$ cat src/verilog/cpubls_pkg.sv
package cpubls_pkg;

   localparam int unsigned REG_COUNT = 32;
   localparam int unsigned ADDR_W    = 16;

   // Register indices of the implied operand and the pointer pairs (low byte)
   localparam logic [4:0] IDX_R0 = 5'h00;
   localparam logic [4:0] IDX_Y  = 5'h1c;
   localparam logic [4:0] IDX_Z  = 5'h1e;

   // Cycle counts per operation
   localparam logic [1:0] CYC_FALL      = 2'h1;
   localparam logic [1:0] CYC_TAKEN     = 2'h2;
   localparam logic [1:0] CYC_LOAD_DIR  = 2'h3;
   localparam logic [1:0] CYC_LOAD_DISP = 2'h2;
   localparam logic [1:0] CYC_STORE_DIR = 2'h2;
   localparam logic [1:0] CYC_PM_READ   = 2'h3;
   localparam logic [1:0] CYC_PUSH      = 2'h1;
   localparam logic [1:0] CYC_POP       = 2'h2;
   localparam logic [1:0] CYC_NVM_EXTRA = 2'h1;

   // Values after reset, and the start of the slow region
   localparam logic [15:0] PC_RESET  = 16'h0000;
   localparam logic [15:0] SP_RESET  = 16'h3fff;
   localparam logic [15:0] NVM_BASE  = 16'h8000;

   // Program counter steps: direct forms carry a second address word
   localparam logic [15:0] PC_STEP_ONE = 16'h0001;
   localparam logic [15:0] PC_STEP_TWO = 16'h0002;

   typedef enum logic [3:0] {
      OP_NOP,
      OP_BRANCH_IF_TBIT_SET,
      OP_BRANCH_IF_TBIT_CLEAR,
      OP_BRANCH_IF_IE_SET,
      OP_BRANCH_IF_IE_CLEAR,
      OP_LOAD_DIRECT,
      OP_LOAD_DISPLACED,
      OP_STORE_DIRECT,
      OP_PROGRAM_MEMORY_READ,
      OP_PUSH,
      OP_POP
   } cpubls_op_t;

   typedef struct packed {
      cpubls_op_t  op;
      logic [4:0]  rd;
      logic [4:0]  rr;
      logic [15:0] addr;
      logic [5:0]  disp;
      logic [6:0]  offset;
      logic        ptr_z;
      logic        post_inc;
      logic        implied_r0;
   } cpubls_instr_t;

   typedef struct packed {
      logic        re;
      logic        we;
      logic [15:0] addr;
      logic [7:0]  wdata;
   } cpubls_ds_req_t;

   typedef struct packed {
      logic        re;
      logic [15:0] addr;
   } cpubls_pm_req_t;

endpackage

$ cat src/verilog/cpubls_regfile.sv
`timescale 1ns/1ps
`default_nettype none
module cpubls_regfile #(
   parameter int unsigned DEPTH = 32
) (
   // Clock and reset
   input  wire logic        ref_clk,
   input  wire logic        resetn,
   // Byte write
   input  wire logic        wr_en,
   input  wire logic [4:0]  wr_idx,
   input  wire logic [7:0]  wr_data,
   // Pointer pair write, byte write wins on overlap
   input  wire logic        pair_wr_en,
   input  wire logic [4:0]  pair_idx,
   input  wire logic [15:0] pair_data,
   // Reads
   input  wire logic [4:0]  rd_idx_a,
   output logic      [7:0]  rd_data_a,
   input  wire logic [4:0]  rd_idx_b,
   output logic      [7:0]  rd_data_b,
   output logic      [15:0] y_ptr,
   output logic      [15:0] z_ptr
);
   logic [7:0] regs [DEPTH];

   always_ff @(posedge ref_clk or negedge resetn)
   begin
      if (!resetn)
      begin
         for (int i = 0; i < DEPTH; i++)
            regs[i] <= 8'h00;
      end
      else
      begin
         if (pair_wr_en)
         begin
            regs[pair_idx]        <= pair_data[7:0];
            regs[pair_idx + 5'h1] <= pair_data[15:8];
         end
         if (wr_en)
            regs[wr_idx] <= wr_data;
      end
   end

   assign rd_data_a = regs[rd_idx_a];
   assign rd_data_b = regs[rd_idx_b];
   assign y_ptr     = {regs[29], regs[28]};
   assign z_ptr     = {regs[31], regs[30]};
endmodule
`default_nettype wire

$ cat src/verilog/cpubls_exec.sv
`timescale 1ns/1ps
`default_nettype none
module cpubls_exec
   import cpubls_pkg::*;
#(
   parameter logic [15:0] NVM_START = cpubls_pkg::NVM_BASE,
   parameter logic [15:0] SP_INIT   = cpubls_pkg::SP_RESET
) (
   // Clock and reset
   input  wire logic                       ref_clk,
   input  wire logic                       resetn,
   // Instruction issue
   input  wire logic                       instr_valid,
   input  wire cpubls_pkg::cpubls_instr_t  instr,
   output logic                            instr_ready,
   // Status flags from the status register
   input  wire logic                       tbit,
   input  wire logic                       ienable,
   // Data space
   output cpubls_pkg::cpubls_ds_req_t      ds_req,
   input  wire logic [7:0]                 ds_rdata,
   input  wire logic                       ds_wait,
   // Program memory
   output cpubls_pkg::cpubls_pm_req_t      pm_req,
   input  wire logic [7:0]                 pm_rdata,
   // Visible state
   output logic      [15:0]                pc,
   output logic      [15:0]                sp,
   input  wire logic [4:0]                 peek_idx,
   output logic      [7:0]                 peek_data
);
   import cpubls_pkg::*;

   cpubls_instr_t cur;
   logic [1:0]    cnt;
   logic [15:0]   cur_addr;
   logic [7:0]    cur_wdata;
   logic          cur_nvm;

   logic          accept;
   logic          taken;
   logic          is_data;
   logic          nvm_hit;
   logic [1:0]    base_cyc;
   logic [1:0]    next_cnt;
   logic [15:0]   next_addr;
   logic [15:0]   next_pc;
   logic          hold;
   logic          finish;
   logic [7:0]    src_byte;
   logic [15:0]   y_ptr;
   logic [15:0]   z_ptr;
   logic          wr_en;
   logic [4:0]    wr_idx;
   logic [7:0]    wr_data;
   logic          pair_wr_en;
   logic [7:0]    peek_comb;

   assign accept = instr_valid && instr_ready;

   always_comb
   begin
      case (instr.op)
         OP_BRANCH_IF_TBIT_SET:   taken = tbit;
         OP_BRANCH_IF_TBIT_CLEAR: taken = !tbit;
         OP_BRANCH_IF_IE_SET:     taken = ienable;
         OP_BRANCH_IF_IE_CLEAR:   taken = !ienable;
         default:                 taken = 1'b0;
      endcase
   end

   // Effective address and cycle count of the incoming instruction
   always_comb
   begin
      next_addr = 16'h0000;
      is_data   = 1'b1;
      case (instr.op)
         OP_LOAD_DIRECT:
         begin
            next_addr = instr.addr;
            base_cyc  = CYC_LOAD_DIR;
         end
         OP_LOAD_DISPLACED:
         begin
            next_addr = (instr.ptr_z ? z_ptr : y_ptr) + {10'h000, instr.disp};
            base_cyc  = CYC_LOAD_DISP;
         end
         OP_STORE_DIRECT:
         begin
            next_addr = instr.addr;
            base_cyc  = CYC_STORE_DIR;
         end
         OP_PROGRAM_MEMORY_READ:
         begin
            next_addr = z_ptr;
            base_cyc  = CYC_PM_READ;
            is_data   = 1'b0;
         end
         OP_PUSH:
         begin
            next_addr = sp;
            base_cyc  = CYC_PUSH;
         end
         OP_POP:
         begin
            next_addr = sp + 16'h0001;
            base_cyc  = CYC_POP;
         end
         default:
         begin
            is_data  = 1'b0;
            base_cyc = taken ? CYC_TAKEN : CYC_FALL;
         end
      endcase
      nvm_hit  = is_data && (next_addr >= NVM_START);
      // Slow path costs one cycle up front; contention adds more via ds_wait
      next_cnt = base_cyc - 2'h1 + (nvm_hit ? CYC_NVM_EXTRA : 2'h0);
   end

   always_comb
   begin
      if (taken)
         next_pc = pc + PC_STEP_ONE + {{9{instr.offset[6]}}, instr.offset};
      else if (instr.op == OP_LOAD_DIRECT || instr.op == OP_STORE_DIRECT)
         next_pc = pc + PC_STEP_TWO;
      else
         next_pc = pc + PC_STEP_ONE;
   end

   // The access may only finish once the memory stops stalling
   assign hold   = (cnt == 2'h1) && (ds_req.re || ds_req.we) && ds_wait;
   assign finish = (cnt == 2'h1) && !hold;

   always_ff @(posedge ref_clk or negedge resetn)
   begin
      if (!resetn)
      begin
         cnt         <= 2'h0;
         instr_ready <= 1'b1;
      end
      else if (accept)
      begin
         cnt         <= next_cnt;
         instr_ready <= (next_cnt == 2'h0);
      end
      else if (finish)
      begin
         cnt         <= 2'h0;
         instr_ready <= 1'b1;
      end
      else if (cnt != 2'h0 && !hold)
         cnt <= cnt - 2'h1;
   end

   always_ff @(posedge ref_clk or negedge resetn)
   begin
      if (!resetn)
      begin
         cur       <= '0;
         cur_addr  <= 16'h0000;
         cur_wdata <= 8'h00;
         cur_nvm   <= 1'b0;
      end
      else if (accept)
      begin
         cur       <= instr;
         cur_addr  <= next_addr;
         cur_wdata <= src_byte;
         cur_nvm   <= nvm_hit;
      end
   end

   always_ff @(posedge ref_clk or negedge resetn)
   begin
      if (!resetn)
      begin
         pc <= PC_RESET;
         sp <= SP_INIT;
      end
      else if (accept)
      begin
         pc <= next_pc;
         if (instr.op == OP_PUSH)
            sp <= sp - 16'h0001;
         else if (instr.op == OP_POP)
            sp <= sp + 16'h0001;
      end
   end

   // Strobes are raised only for the last cycle of an access, so a
   // multi-cycle op touches memory exactly once.
   always_ff @(posedge ref_clk or negedge resetn)
   begin
      if (!resetn)
      begin
         ds_req <= '0;
         pm_req <= '0;
      end
      else if (accept && next_cnt <= 2'h1)
      begin
         ds_req.re    <= instr.op == OP_LOAD_DISPLACED || instr.op == OP_POP;
         ds_req.we    <= instr.op == OP_STORE_DIRECT || instr.op == OP_PUSH;
         ds_req.addr  <= next_addr;
         ds_req.wdata <= src_byte;
         pm_req       <= '0;
      end
      else if (!accept && cnt == 2'h2)
      begin
         ds_req.re    <= cur.op == OP_LOAD_DIRECT || cur.op == OP_LOAD_DISPLACED
                         || cur.op == OP_POP;
         ds_req.we    <= cur.op == OP_STORE_DIRECT || cur.op == OP_PUSH;
         ds_req.addr  <= cur_addr;
         ds_req.wdata <= cur_wdata;
         pm_req.re    <= cur.op == OP_PROGRAM_MEMORY_READ;
         pm_req.addr  <= cur_addr;
      end
      else if (!hold)
      begin
         ds_req <= '0;
         pm_req <= '0;
      end
   end

   // Write-back on the finishing edge; no status flag is touched here
   always_comb
   begin
      wr_en      = 1'b0;
      wr_idx     = cur.rd;
      wr_data    = ds_rdata;
      pair_wr_en = 1'b0;
      if (finish)
      begin
         case (cur.op)
            OP_LOAD_DIRECT, OP_LOAD_DISPLACED, OP_POP:
               wr_en = 1'b1;
            OP_PROGRAM_MEMORY_READ:
            begin
               wr_en      = 1'b1;
               wr_idx     = cur.implied_r0 ? IDX_R0 : cur.rd;
               wr_data    = pm_rdata;
               pair_wr_en = cur.post_inc;
            end
            default:
               wr_en = 1'b0;
         endcase
      end
   end

   cpubls_regfile #(
      .DEPTH      (REG_COUNT)
   ) u_regfile (
      .ref_clk    (ref_clk),
      .resetn     (resetn),
      .wr_en      (wr_en),
      .wr_idx     (wr_idx),
      .wr_data    (wr_data),
      .pair_wr_en (pair_wr_en),
      .pair_idx   (IDX_Z),
      .pair_data  (cur_addr + 16'h0001),
      .rd_idx_a   (instr.rr),
      .rd_data_a  (src_byte),
      .rd_idx_b   (peek_idx),
      .rd_data_b  (peek_comb),
      .y_ptr      (y_ptr),
      .z_ptr      (z_ptr)
   );

   always_ff @(posedge ref_clk or negedge resetn)
   begin
      if (!resetn)
         peek_data <= 8'h00;
      else
         peek_data <= peek_comb;
   end
endmodule
`default_nettype wire

$ cat config.mk
export PLATFORM = sky130hd
export DESIGN_NAME = cpubls_exec
export DESIGN_NICKNAME = d
export VERILOG_FILES = /design/src/verilog/cpubls_pkg.sv /design/src/verilog/cpubls_regfile.sv /design/src/verilog/cpubls_exec.sv
export SDC_FILE = /design/constraint.sdc
export NUM_CORES = 1
export LEC_CHECK = 0
export BUFFER_PORTS_ARGS = -buffer_cell sky130_fd_sc_hd__buf_4
export CORE_MARGIN = 8
export CORE_UTILIZATION = 65
export DETAILED_ROUTE_END_ITERATION = 16
export GPL_TIMING_DRIVEN = 0
export PLACE_DENSITY = 0.85
export SKIP_LAST_GASP = 1
export SLEW_MARGIN = 20
export SYNTH_ARGS = -nofsm -noshare
export SYNTH_HDL_FRONTEND = slang
export SYNTH_SLANG_ARGS = --single-unit
$ cat constraint.sdc
create_clock -name ref_clk -period 6.08 [get_ports ref_clk]
set_input_delay 1.824 -clock ref_clk [delete_from_list [all_inputs] [get_ports ref_clk]]
set_output_delay 1.824 -clock ref_clk [all_outputs]
set_load 0.1 [all_outputs]
## Word-level counts from Yosys, hierarchy flattened

Cells that the tools add are included.

| storage, ports and cells | value |
|---|---|
| bits of input ports | 73 |
| output and inout bits | 84 |
| word-level logic and storage cells | 160 |
| bits in registers | 377 |

| operators by class | value |
|---|---|
| mux-type cells | 42 |
| bitwise gates (word level) | 3 |
| reductions and logical operators | 31 |
| add/subtract/negate cells | 10 |
| $lt $le $gt $ge | 6 |
| eq/ne operators | 19 |

Operators by type and width:

| operator | count |
|---|---|
| $bwmux W256 | 1 |
| $mux W256 | 1 |
| $mux W16 | 6 |
| $bmux W8 S5 | 2 |
| $pmux W16 S5 | 1 |
| $mux W26 | 3 |
| $mux W8 | 7 |
| $mux W17 | 3 |
| $add A16 B1 Y16 const B | 3 |
| $demux W8 S5 | 1 |
| $eq A4 B3 Y1 const B | 7 |
| $eq A4 B4 Y1 const B | 6 |
| $ge A6 B6 Y1 const B | 3 |
| $not A5 Y6 | 3 |
| $add A16 B16 Y16 | 1 |
| $add A16 B2 Y16 const B | 1 |
| $add A16 B6 Y16 | 1 |
| $ge A16 B16 Y1 const B | 1 |
| $sub A16 B1 Y16 const B | 1 |
| $mux W5 | 3 |
| $logic_and A1 B1 Y1 | 9 |
| $eq A4 B2 Y1 const B | 2 |
| $mux W1 | 8 |
| $mux W2 | 4 |
| other kinds (20) | 33 |

## Longest topological paths before layout

Gate-level depths: netlist of run 1.

| logic depth | value |
|---|---|
| word-level depth | 13 |
| gate-level depth with buffers | 18 |
| depth with buffers taken out | 13 |

## Hierarchy

From an unflattened synthesis of run 1, not the netlist that was laid out.

| second synthesis, totals | value |
|---|---|
| cells, all modules | 3085 |
| area, all modules | 28091.9 um2 |

By module, submodules not included:

| module | sequential area each (um2) | area each (um2) | times used | cells an instance |
|---|---|---|---|---|
| cpubls_regfile | 6406.1 | 19710.2 | 1 | 2132 |
| cpubls_exec | 3046.7 | 8381.8 | 1 | 953 |

## Worst setup path before layout of run 1

OpenSTA, ideal clock, no wires.

| path | value |
|---|---|
| kind | input-to-reg |
| from | input port instr[2] (netlist name) |
| to | register ds_req[7] (netlist name) |
| library setup time | 0.126 ns |
| required time | 5.954 ns |
| arrival | 6.073 ns |
| stages | 17 |
| buffers on the path | 5 |
| path slack | -0.119 ns |
| cell sequence | buf_2 -> clkbuf_1 -> buf_1 -> mux2_2 -> ha_1 -> o211ai_1 -> o211ai_1 -> nand3_1 -> nor3_1 -> nor3_1 -> a2111o_1 -> ha_1 -> o41a_1 -> and2_1 -> buf_2 -> buf_1 -> a221o_1 |

| on the way | value |
|---|---|
| word-level cells in the longest chain between the ends | 10 |
| elaborated cells between the ends (all ways) | 11 |
| classes of those cells | 2 x add/sub; 2 x order compare; 1 x eq/ne; 4 x mux; 2 x reduce/logical |

RTL lines:

| what | RTL line | source |
|---|---|---|
| start, declared | cpubls_exec.sv:14 | `input wire cpubls_pkg::cpubls_instr_t instr,` |
| $mux W16 (*) | cpubls_exec.sv:85 | `next_addr = (instr.ptr_z ? z_ptr : y_ptr) + {10'h000, instr.disp};` |
| $add A16 B6 Y16 (*) | cpubls_exec.sv:85 |  |
| $pmux W16 S5 (*) | cpubls_exec.sv:77 | `case (instr.op)` |
| $ge A16 B16 Y1 (*) | cpubls_exec.sv:115 | `nvm_hit = is_data && (next_addr >= NVM_START);` |
| $logic_and A1 B1 Y1 (*) | cpubls_exec.sv:115 |  |
| $mux W1 (*) | cpubls_exec.sv:117 | `next_cnt = base_cyc - 2'h1 + (nvm_hit ? CYC_NVM_EXTRA : 2'h0);` |
| $add A2 B1 Y2 (*) | cpubls_exec.sv:117 |  |
| $le A2 B1 Y1 (*) | cpubls_exec.sv:199 | `else if (accept && next_cnt <= 2'h1)` |
| $logic_and A1 B1 Y1 (*) | cpubls_exec.sv:199 |  |
| $ne A3 B1 Y1 (no line) or $mux W26 (tied branches) | - |  |
| end, declared | cpubls_exec.sv:20 | `output cpubls_pkg::cpubls_ds_req_t ds_req,` |

Every way passes the cells marked *; elsewhere a longest branch is shown, timed or not.
A chain may end at the register's enable or synchronous reset.

## Final worst setup path of run 1

Ends and elaborated chain as after synthesis.

==> results.yml, run 1 <==
outcome:
  status: "completed"
logic_synthesis:
  netlist.area_leader.share: 0.414
  yosys.area.top_type: "dfrtp_1"
  syn_area_per_cell_um2: 10.5
  ys.flop_type: "dfrtp_1"
  synthTopCellsByCount: "dfrtp_1, nor2_1, a21oi_1"
  yosys_warnings: 0
  syn_area_mm2: 0.0219
  async_reset_ff_frac: 1.00
  synth.area.top_cells: "dfrtp_1, mux4_2, a21oi_1"
  yosysMostFrequentCell: "dfrtp_1"
  synth-seq-cells: 377
  synthesis.nets: 2186
  synth_enable_flop_cells: 0
  syn_inst: 2081
  ys_types: 80
  yosysSeqAreaShare: 0.432
setup_path:
  worstSetupEndpoint: "ds_req[7]$_DFFE_PN0P_"
  required_ns: 6.52
  arrival_ns: 6.33
  r2r_cells: 14
  crit_path_end_kind: "register"
  r2r_slack_ns: 1.42
  crit_fanout: 19
  r2r_end: "ds_req[7]$_DFFE_PN0P_"
  startpoint: "instr[2]"
  worstSetupPathType: "primary input to register"
  start_kind: "primary input"
  r2r-start: "sp[10]$_DFFE_PN1P_"
clock_tree:
  cts.sinks: 377
  cts_tree: "built"
  clock-root-buffer: "clkbuf_16"
  htree_levels: 2
  cts.clk_slew.worst_paths_ns: 0.06
  clk_latency_ns: 0.56
  numCtsBuffers: 41
  clock_path_buffers: 3
drt:
  routed_wl_um: 80100
  first_pass_iters: 6
  drc: 0
  ant_nets: 0
  num_vias: 19886
  vias_per_cell: 7.23
  wire_per_inst_um: 29.1
  drt_iter0_markers: 2974
final_layout:
  nNetsFinal: 2378
  drive_gt1_frac: 0.226
  final_cell_area_mm2: 0.0251
  area_delta_synth_final_pct: 14.7
grt:
  grt_pass1_wl_um: 120000
  grt_max_degree: 85
  grt-ovfl-total: 0
  use_met2: 0.598
  grt_use_met3: 0.133
  antenna_found_initial: 2
  grt.busiest_layer: "met2"
  grt_pass1_vias: 19396
  grt_use_met1: 0.534
  groute.usage.overall: 0.404
sta:
  maxSlewHeadroom: 0.166
  setup-violations-final: 0
  rsz0062_at_grt: "false"
  skew_ns: 0.0174
  fmax_ghz: 0.170
  tightest_slew_ns: 1.25
  slew_viol_final: 0
  worst_slack_ns: 0.193
  tns_ns: 0
  layout_min_cycle_time_ns: 5.89
  fin_hold_ws_ns: 0.475
  fin_crit_sh: 0.968
  finalHoldViolCount: 0
hold_path:
  hold_path_class: "register to register"
floorplanning:
  die_area_mm2: 0.0398
  core-area_mm2: 0.0334
  initial_core_util: 0.656
  ios: 157
  dieWidth_um: 199
  die_h_um: 199
  rows: 67
pwr:
  p_leak_nw: 11.2
  p_total_w: 0.0115
  ir_drop_uv: 324
  p_per_area_mw_per_mm2: 459
place:
  dp.final_hpwl_um: 59200
  port_buffers: 145
  pre_cts_ws_ns: -0.944
  gp_congestion: 1.04
  placed_area_mm2: 0.0237
flow_run:
  maxCapViolations: 0
==> report_power, final <==
part           switching (W)  leakage [nW]  internal, W  total, W
Clock                0.00109         0.674      0.00152   0.00261
Sequential          0.000780          5.08      0.00325   0.00403
Combinational        0.00322          5.48      0.00166   0.00489
==> cell type report <==
cell class / instances / area (um^2)
multi-input cells: 1505 / 11600
flip-flops and latches: 377 / 9450
fillers: 2298 / 8270
inverters: 28 / 105
repair buffers: 150 / 1210
clock inverters: 19 / 206
diodes: 1 / 2.50
plain buffers: 170 / 736
well taps: 448 / 561
clock buffers: 54 / 1200
==> timing repair <==
action | in CTS | in global routing
hold buffers | 0 | 0
gates resized for setup | 2 | 3
pin swaps | 0 | 1
setup buffers | 0 | 1
setup endpoints to repair | 37 | 29
==> worst min path at each step <==
stage,endpoint,slack [ns],cells past startpoint,from
3_5_place_dp,cur_wdata[3]$_DFFE_PN0P_,0.46,1,cur_wdata[3]$_DFFE_PN0P_
5_1_grt,cur_wdata[7]$_DFFE_PN0P_,0.50,1,cur_wdata[7]$_DFFE_PN0P_
3_3_place_gp,cur_wdata[4]$_DFFE_PN0P_,0.45,1,cur_wdata[4]$_DFFE_PN0P_
2_1_floorplan,cur[0]$_DFFE_PN0P_,0.44,2,cur[0]$_DFFE_PN0P_
4_1_cts,cur_wdata[3]$_DFFE_PN0P_,0.47,1,cur_wdata[3]$_DFFE_PN0P_
6_report,cur_wdata[3]$_DFFE_PN0P_,0.48,1,cur_wdata[3]$_DFFE_PN0P_
==> worst max-delay path: stages <==
cell and delay [ns]:
clkbuf_4 0.24, clkbuf_4 0.28, mux2_2 0.36, ha_1 0.36, o211ai_1 0.14, o211ai_1 0.21, buf_4 0.16, nand3_1 0.15
nor3_2 0.28, nor3_4 0.10, a2111o_1 0.30, ha_1 0.28, o41a_1 0.52, and2_1 0.20, buf_2 0.19, buf_1 0.30
a221o_1 0.43
==> metal layers <==
metal / vias up / routed length, um
met1: 9811 / 28300
li1: 8069 / -
met3: 362 / 11800
met2: 1642 / 35200
met5: - / 12
met4: 2 / 4810
==> cell families (layout without fill, tap and decap cells) <==
| kind of cell | count (synthesis) | in the layout | share of synthesized area |
|---|---|---|---|
| XOR/XNOR | 78 | 78 | 0.0312 |
| flip-flops | 377 | 377 | 0.432 |
| multiplexers | 216 | 216 | 0.191 |
| buffers and inverters | 199 | 421 | 0.0383 |
| adder cells (fa/ha/maj) | 32 | 32 | 0.0190 |
| AND/OR/NAND/NOR | 638 | 638 | 0.138 |
| other | 0 | 1 | 0 |
| AO/OA/AOI/OAI | 541 | 541 | 0.151 |
==> per-stage QoR <==
| step | util | cells |
|---|---|---|
| 2_1_floorplan | - | 2081 |
| 3_3_place_gp | 0.705 | 2674 |
| 3_5_place_dp | 0.709 | 2678 |
| 4_1_cts | 0.752 | 2750 |
| 5_1_grt | 0.752 | 2751 |
| 6_report | 0.752 | 2752 |
==> layout by cell type, fill, tap and decap left out, types with 9 or more instances in the layout <==
cell type and instances:
a211oi_1 10, a21o_1 26, a21oi_1 273, a221o_1 17, a22oi_1 10, a31oi_1 13, and2_1 13, and3_1 19
buf_1 13, buf_2 63, buf_4 146, clkbuf_1 92, clkbuf_16 42, clkbuf_8 10, dfrtp_1 362, dfstp_2 15
ha_1 30, inv_1 28, mux2_2 18, mux2i_1 38, mux4_2 160, nand2_1 154, nand2b_1 11, nand3_1 34
nand3b_1 9, nand4_1 22, nor2_1 291, nor3_1 21, nor3_4 10, o211ai_1 11, o21ai_0 100, xnor2_1 40
xor2_1 38
No activity file was read; power rests on OpenSTA's default activity.
==> run 2, diff against run 1 <==
Settings changed: RECOVER_POWER from default to 25.
==> results.yml, run 2 (same netlist as run 1, synthesis figures left out) <==
drt:
  num_vias: 20062
  wire_per_inst_um: 29.1
  vias_per_cell: 7.29
  dr.max_layer_used: "met5"
  m1WireLength_um: 28200
  routed_wl_um: 79900
  ant_nets: 0
  drc: 0
  wl_met2_um: 35200
  route.met3.wl_um: 11600
  drt_iter0_markers: 2965
  first_pass_iters: 9
final_layout:
  nNetsFinal: 2378
  fin_cells: 2751
  area_delta_synth_final_pct: 14.5
  drive_gt1_frac: 0.226
  num_antenna_cells: 0
  layout_common_cells: "dfrtp_1, nor2_1, a21oi_1"
  layout_commonest_cell: "dfrtp_1"
  final_cell_area_mm2: 0.0251
sta:
  fin_hold_ws_ns: 0.471
  fmax_ghz: 0.170
  slew_viol_final: 65
  tightest_slew_ns: 3.68
  maxSlewHeadroom: -1.45
  worst_slack_ns: 0.202
  setup-violations-final: 0
  rsz0062_at_grt: "false"
  fin_crit_sh: 0.967
  layout_min_cycle_time_ns: 5.88
  finalHoldViolCount: 0
  skew_ns: 0.0191
pwr:
  ir_drop_uv: 324
  p_per_area_mw_per_mm2: 460
  p_leak_nw: 11.2
grt:
  groute.usage.overall: 0.404
  grt_max_degree: 85
  grt_pass1_wl_um: 120000
  grt_pass1_vias: 19396
  grt-ovfl-total: 0
  antenna_found_initial: 2
setup_path:
  r2r-start: "sp[10]$_DFFE_PN1P_"
  slowest_stage: "o41a_1"
  arrival_ns: 6.32
  required_ns: 6.52
  path_cells: "clkbuf_4 > clkbuf_4 > mux2_2 > ha_1 > o211ai_1 > o211ai_1 > buf_4 > nand3_1 > nor3_2 > nor3_4 > a2111o_1 > ha_1 > o41a_1 > and2_1 > buf_2 > buf_1 > a221o_1"
  r2r_cells: 14
  worst_path_largest_cell_delay_ns: 0.52
  crit_path_end_kind: "register"
  start_kind: "primary input"
  worstSetupPathType: "primary input to register"
  startpoint: "instr[2]"
  crit_fanout: 19
clock_tree:
  clk_latency_ns: 0.56
  clock-root-buffer: "clkbuf_16"
  clock_path_buffers: 3
  cts_tree: "built"
  htree_levels: 2
  cts.clk_slew.worst_paths_ns: 0.07
  numCtsBuffers: 41
  cts_hold_buffers: 0
  cts.sinks: 377
floorplanning:
  initial_core_util: 0.656
  ios: 157
  die_h_um: 199
  core-area_mm2: 0.0334
  dieWidth_um: 199
  rows: 67
  die_area_mm2: 0.0398
hold_path:
  hold_path_class: "register to register"
  holdCritStartpoint: "cur_wdata[3]$_DFFE_PN0P_"
  hold_path_depth: 1
outcome:
  status: "finished with violations"
  failed_checks: "capacitance limit, slew limit"
place:
  dp.cells: 2678
  dp.final_hpwl_um: 59200
  pre_cts_ws_ns: -0.944
  placed_area_mm2: 0.0237
  gp_congestion: 1.04
  port_buffers: 145
flow_run:
  maxCapViolations: 1
run 2: cell types whose count changed in the layout (fill, tap and decap cells not counted):
cell and change:
buf_8 -1, diode_2 -1, buf_16 -1, clkbuf_4 +1, clkbuf_1 +1
run 2: routing by layer:
metal / track usage / up-vias
met5: 0.00255 / -
met4: 0.201 / 4
met3: 0.133 / 382
met2: 0.598 / 1668
met1: 0.534 / 9932
li1: - / 8076
run 2: critical path: cells and delay by family:
| family | cells | cell delay (ns) |
|---|---|---|
| AOI/OAI and AO/OA | 5 | 1.60 |
| adders and majority gates | 2 | 0.64 |
| buffers and inverters | 5 | 1.18 |
| muxes | 1 | 0.36 |
| and+or+nand+nor | 4 | 0.71 |
run 2: path summary, 6_finish.rpt:
kind                                            end  slack [ns]
setup / recovery              ds_req[7]$_DFFE_PN0P_        0.20
hold / removal             cur_wdata[3]$_DFFE_PN0P_        0.47
setup reg to reg              ds_req[7]$_DFFE_PN0P_        1.45
hold reg to reg            cur_wdata[3]$_DFFE_PN0P_        0.47
max in group asynchronous        pc[14]$_DFFE_PN0P_        0.79
min in group asynchronous        sp[14]$_DFFE_PN0P_        2.53
run 2: final cells by class:
class | instances | area (um^2)
Timing Repair Buffer | 150 | 1180
Sequential cell | 377 | 9450
Clock buffer | 54 | 1200
Inverter | 28 | 105
Tap cell | 448 | 561
Multi-Input combinational cell | 1505 | 11600
Fill cell | 2303 | 8300
Clock inverter | 19 | 206
Buffer | 170 | 736
run 2: what timing repair did:
item	4_1_cts	5_1_grt
resized for setup	2	3
setup buffers	0	1
setup endpoints to repair	37	29
pin swaps	0	1
run 2: report_power, final:
part           internal, W  switching (W)  total [W]
logic              0.00166        0.00322    0.00488
registers          0.00325       0.000781    0.00403
clock network      0.00152        0.00109    0.00261
total              0.00643        0.00509     0.0115
run 2: through the flow:
stage | power [W] | TNS, ns | util
3_5_place_dp | 0.00871 | -31.88 | 0.709
3_3_place_gp | 0.00852 | -136.53 | 0.705
2_1_floorplan | 0.00719 | 0 | -
6_report | 0.0115 | 0 | 0.751
4_1_cts | 0.0113 | 0 | 0.752
5_1_grt | 0.0119 | 0 | 0.751
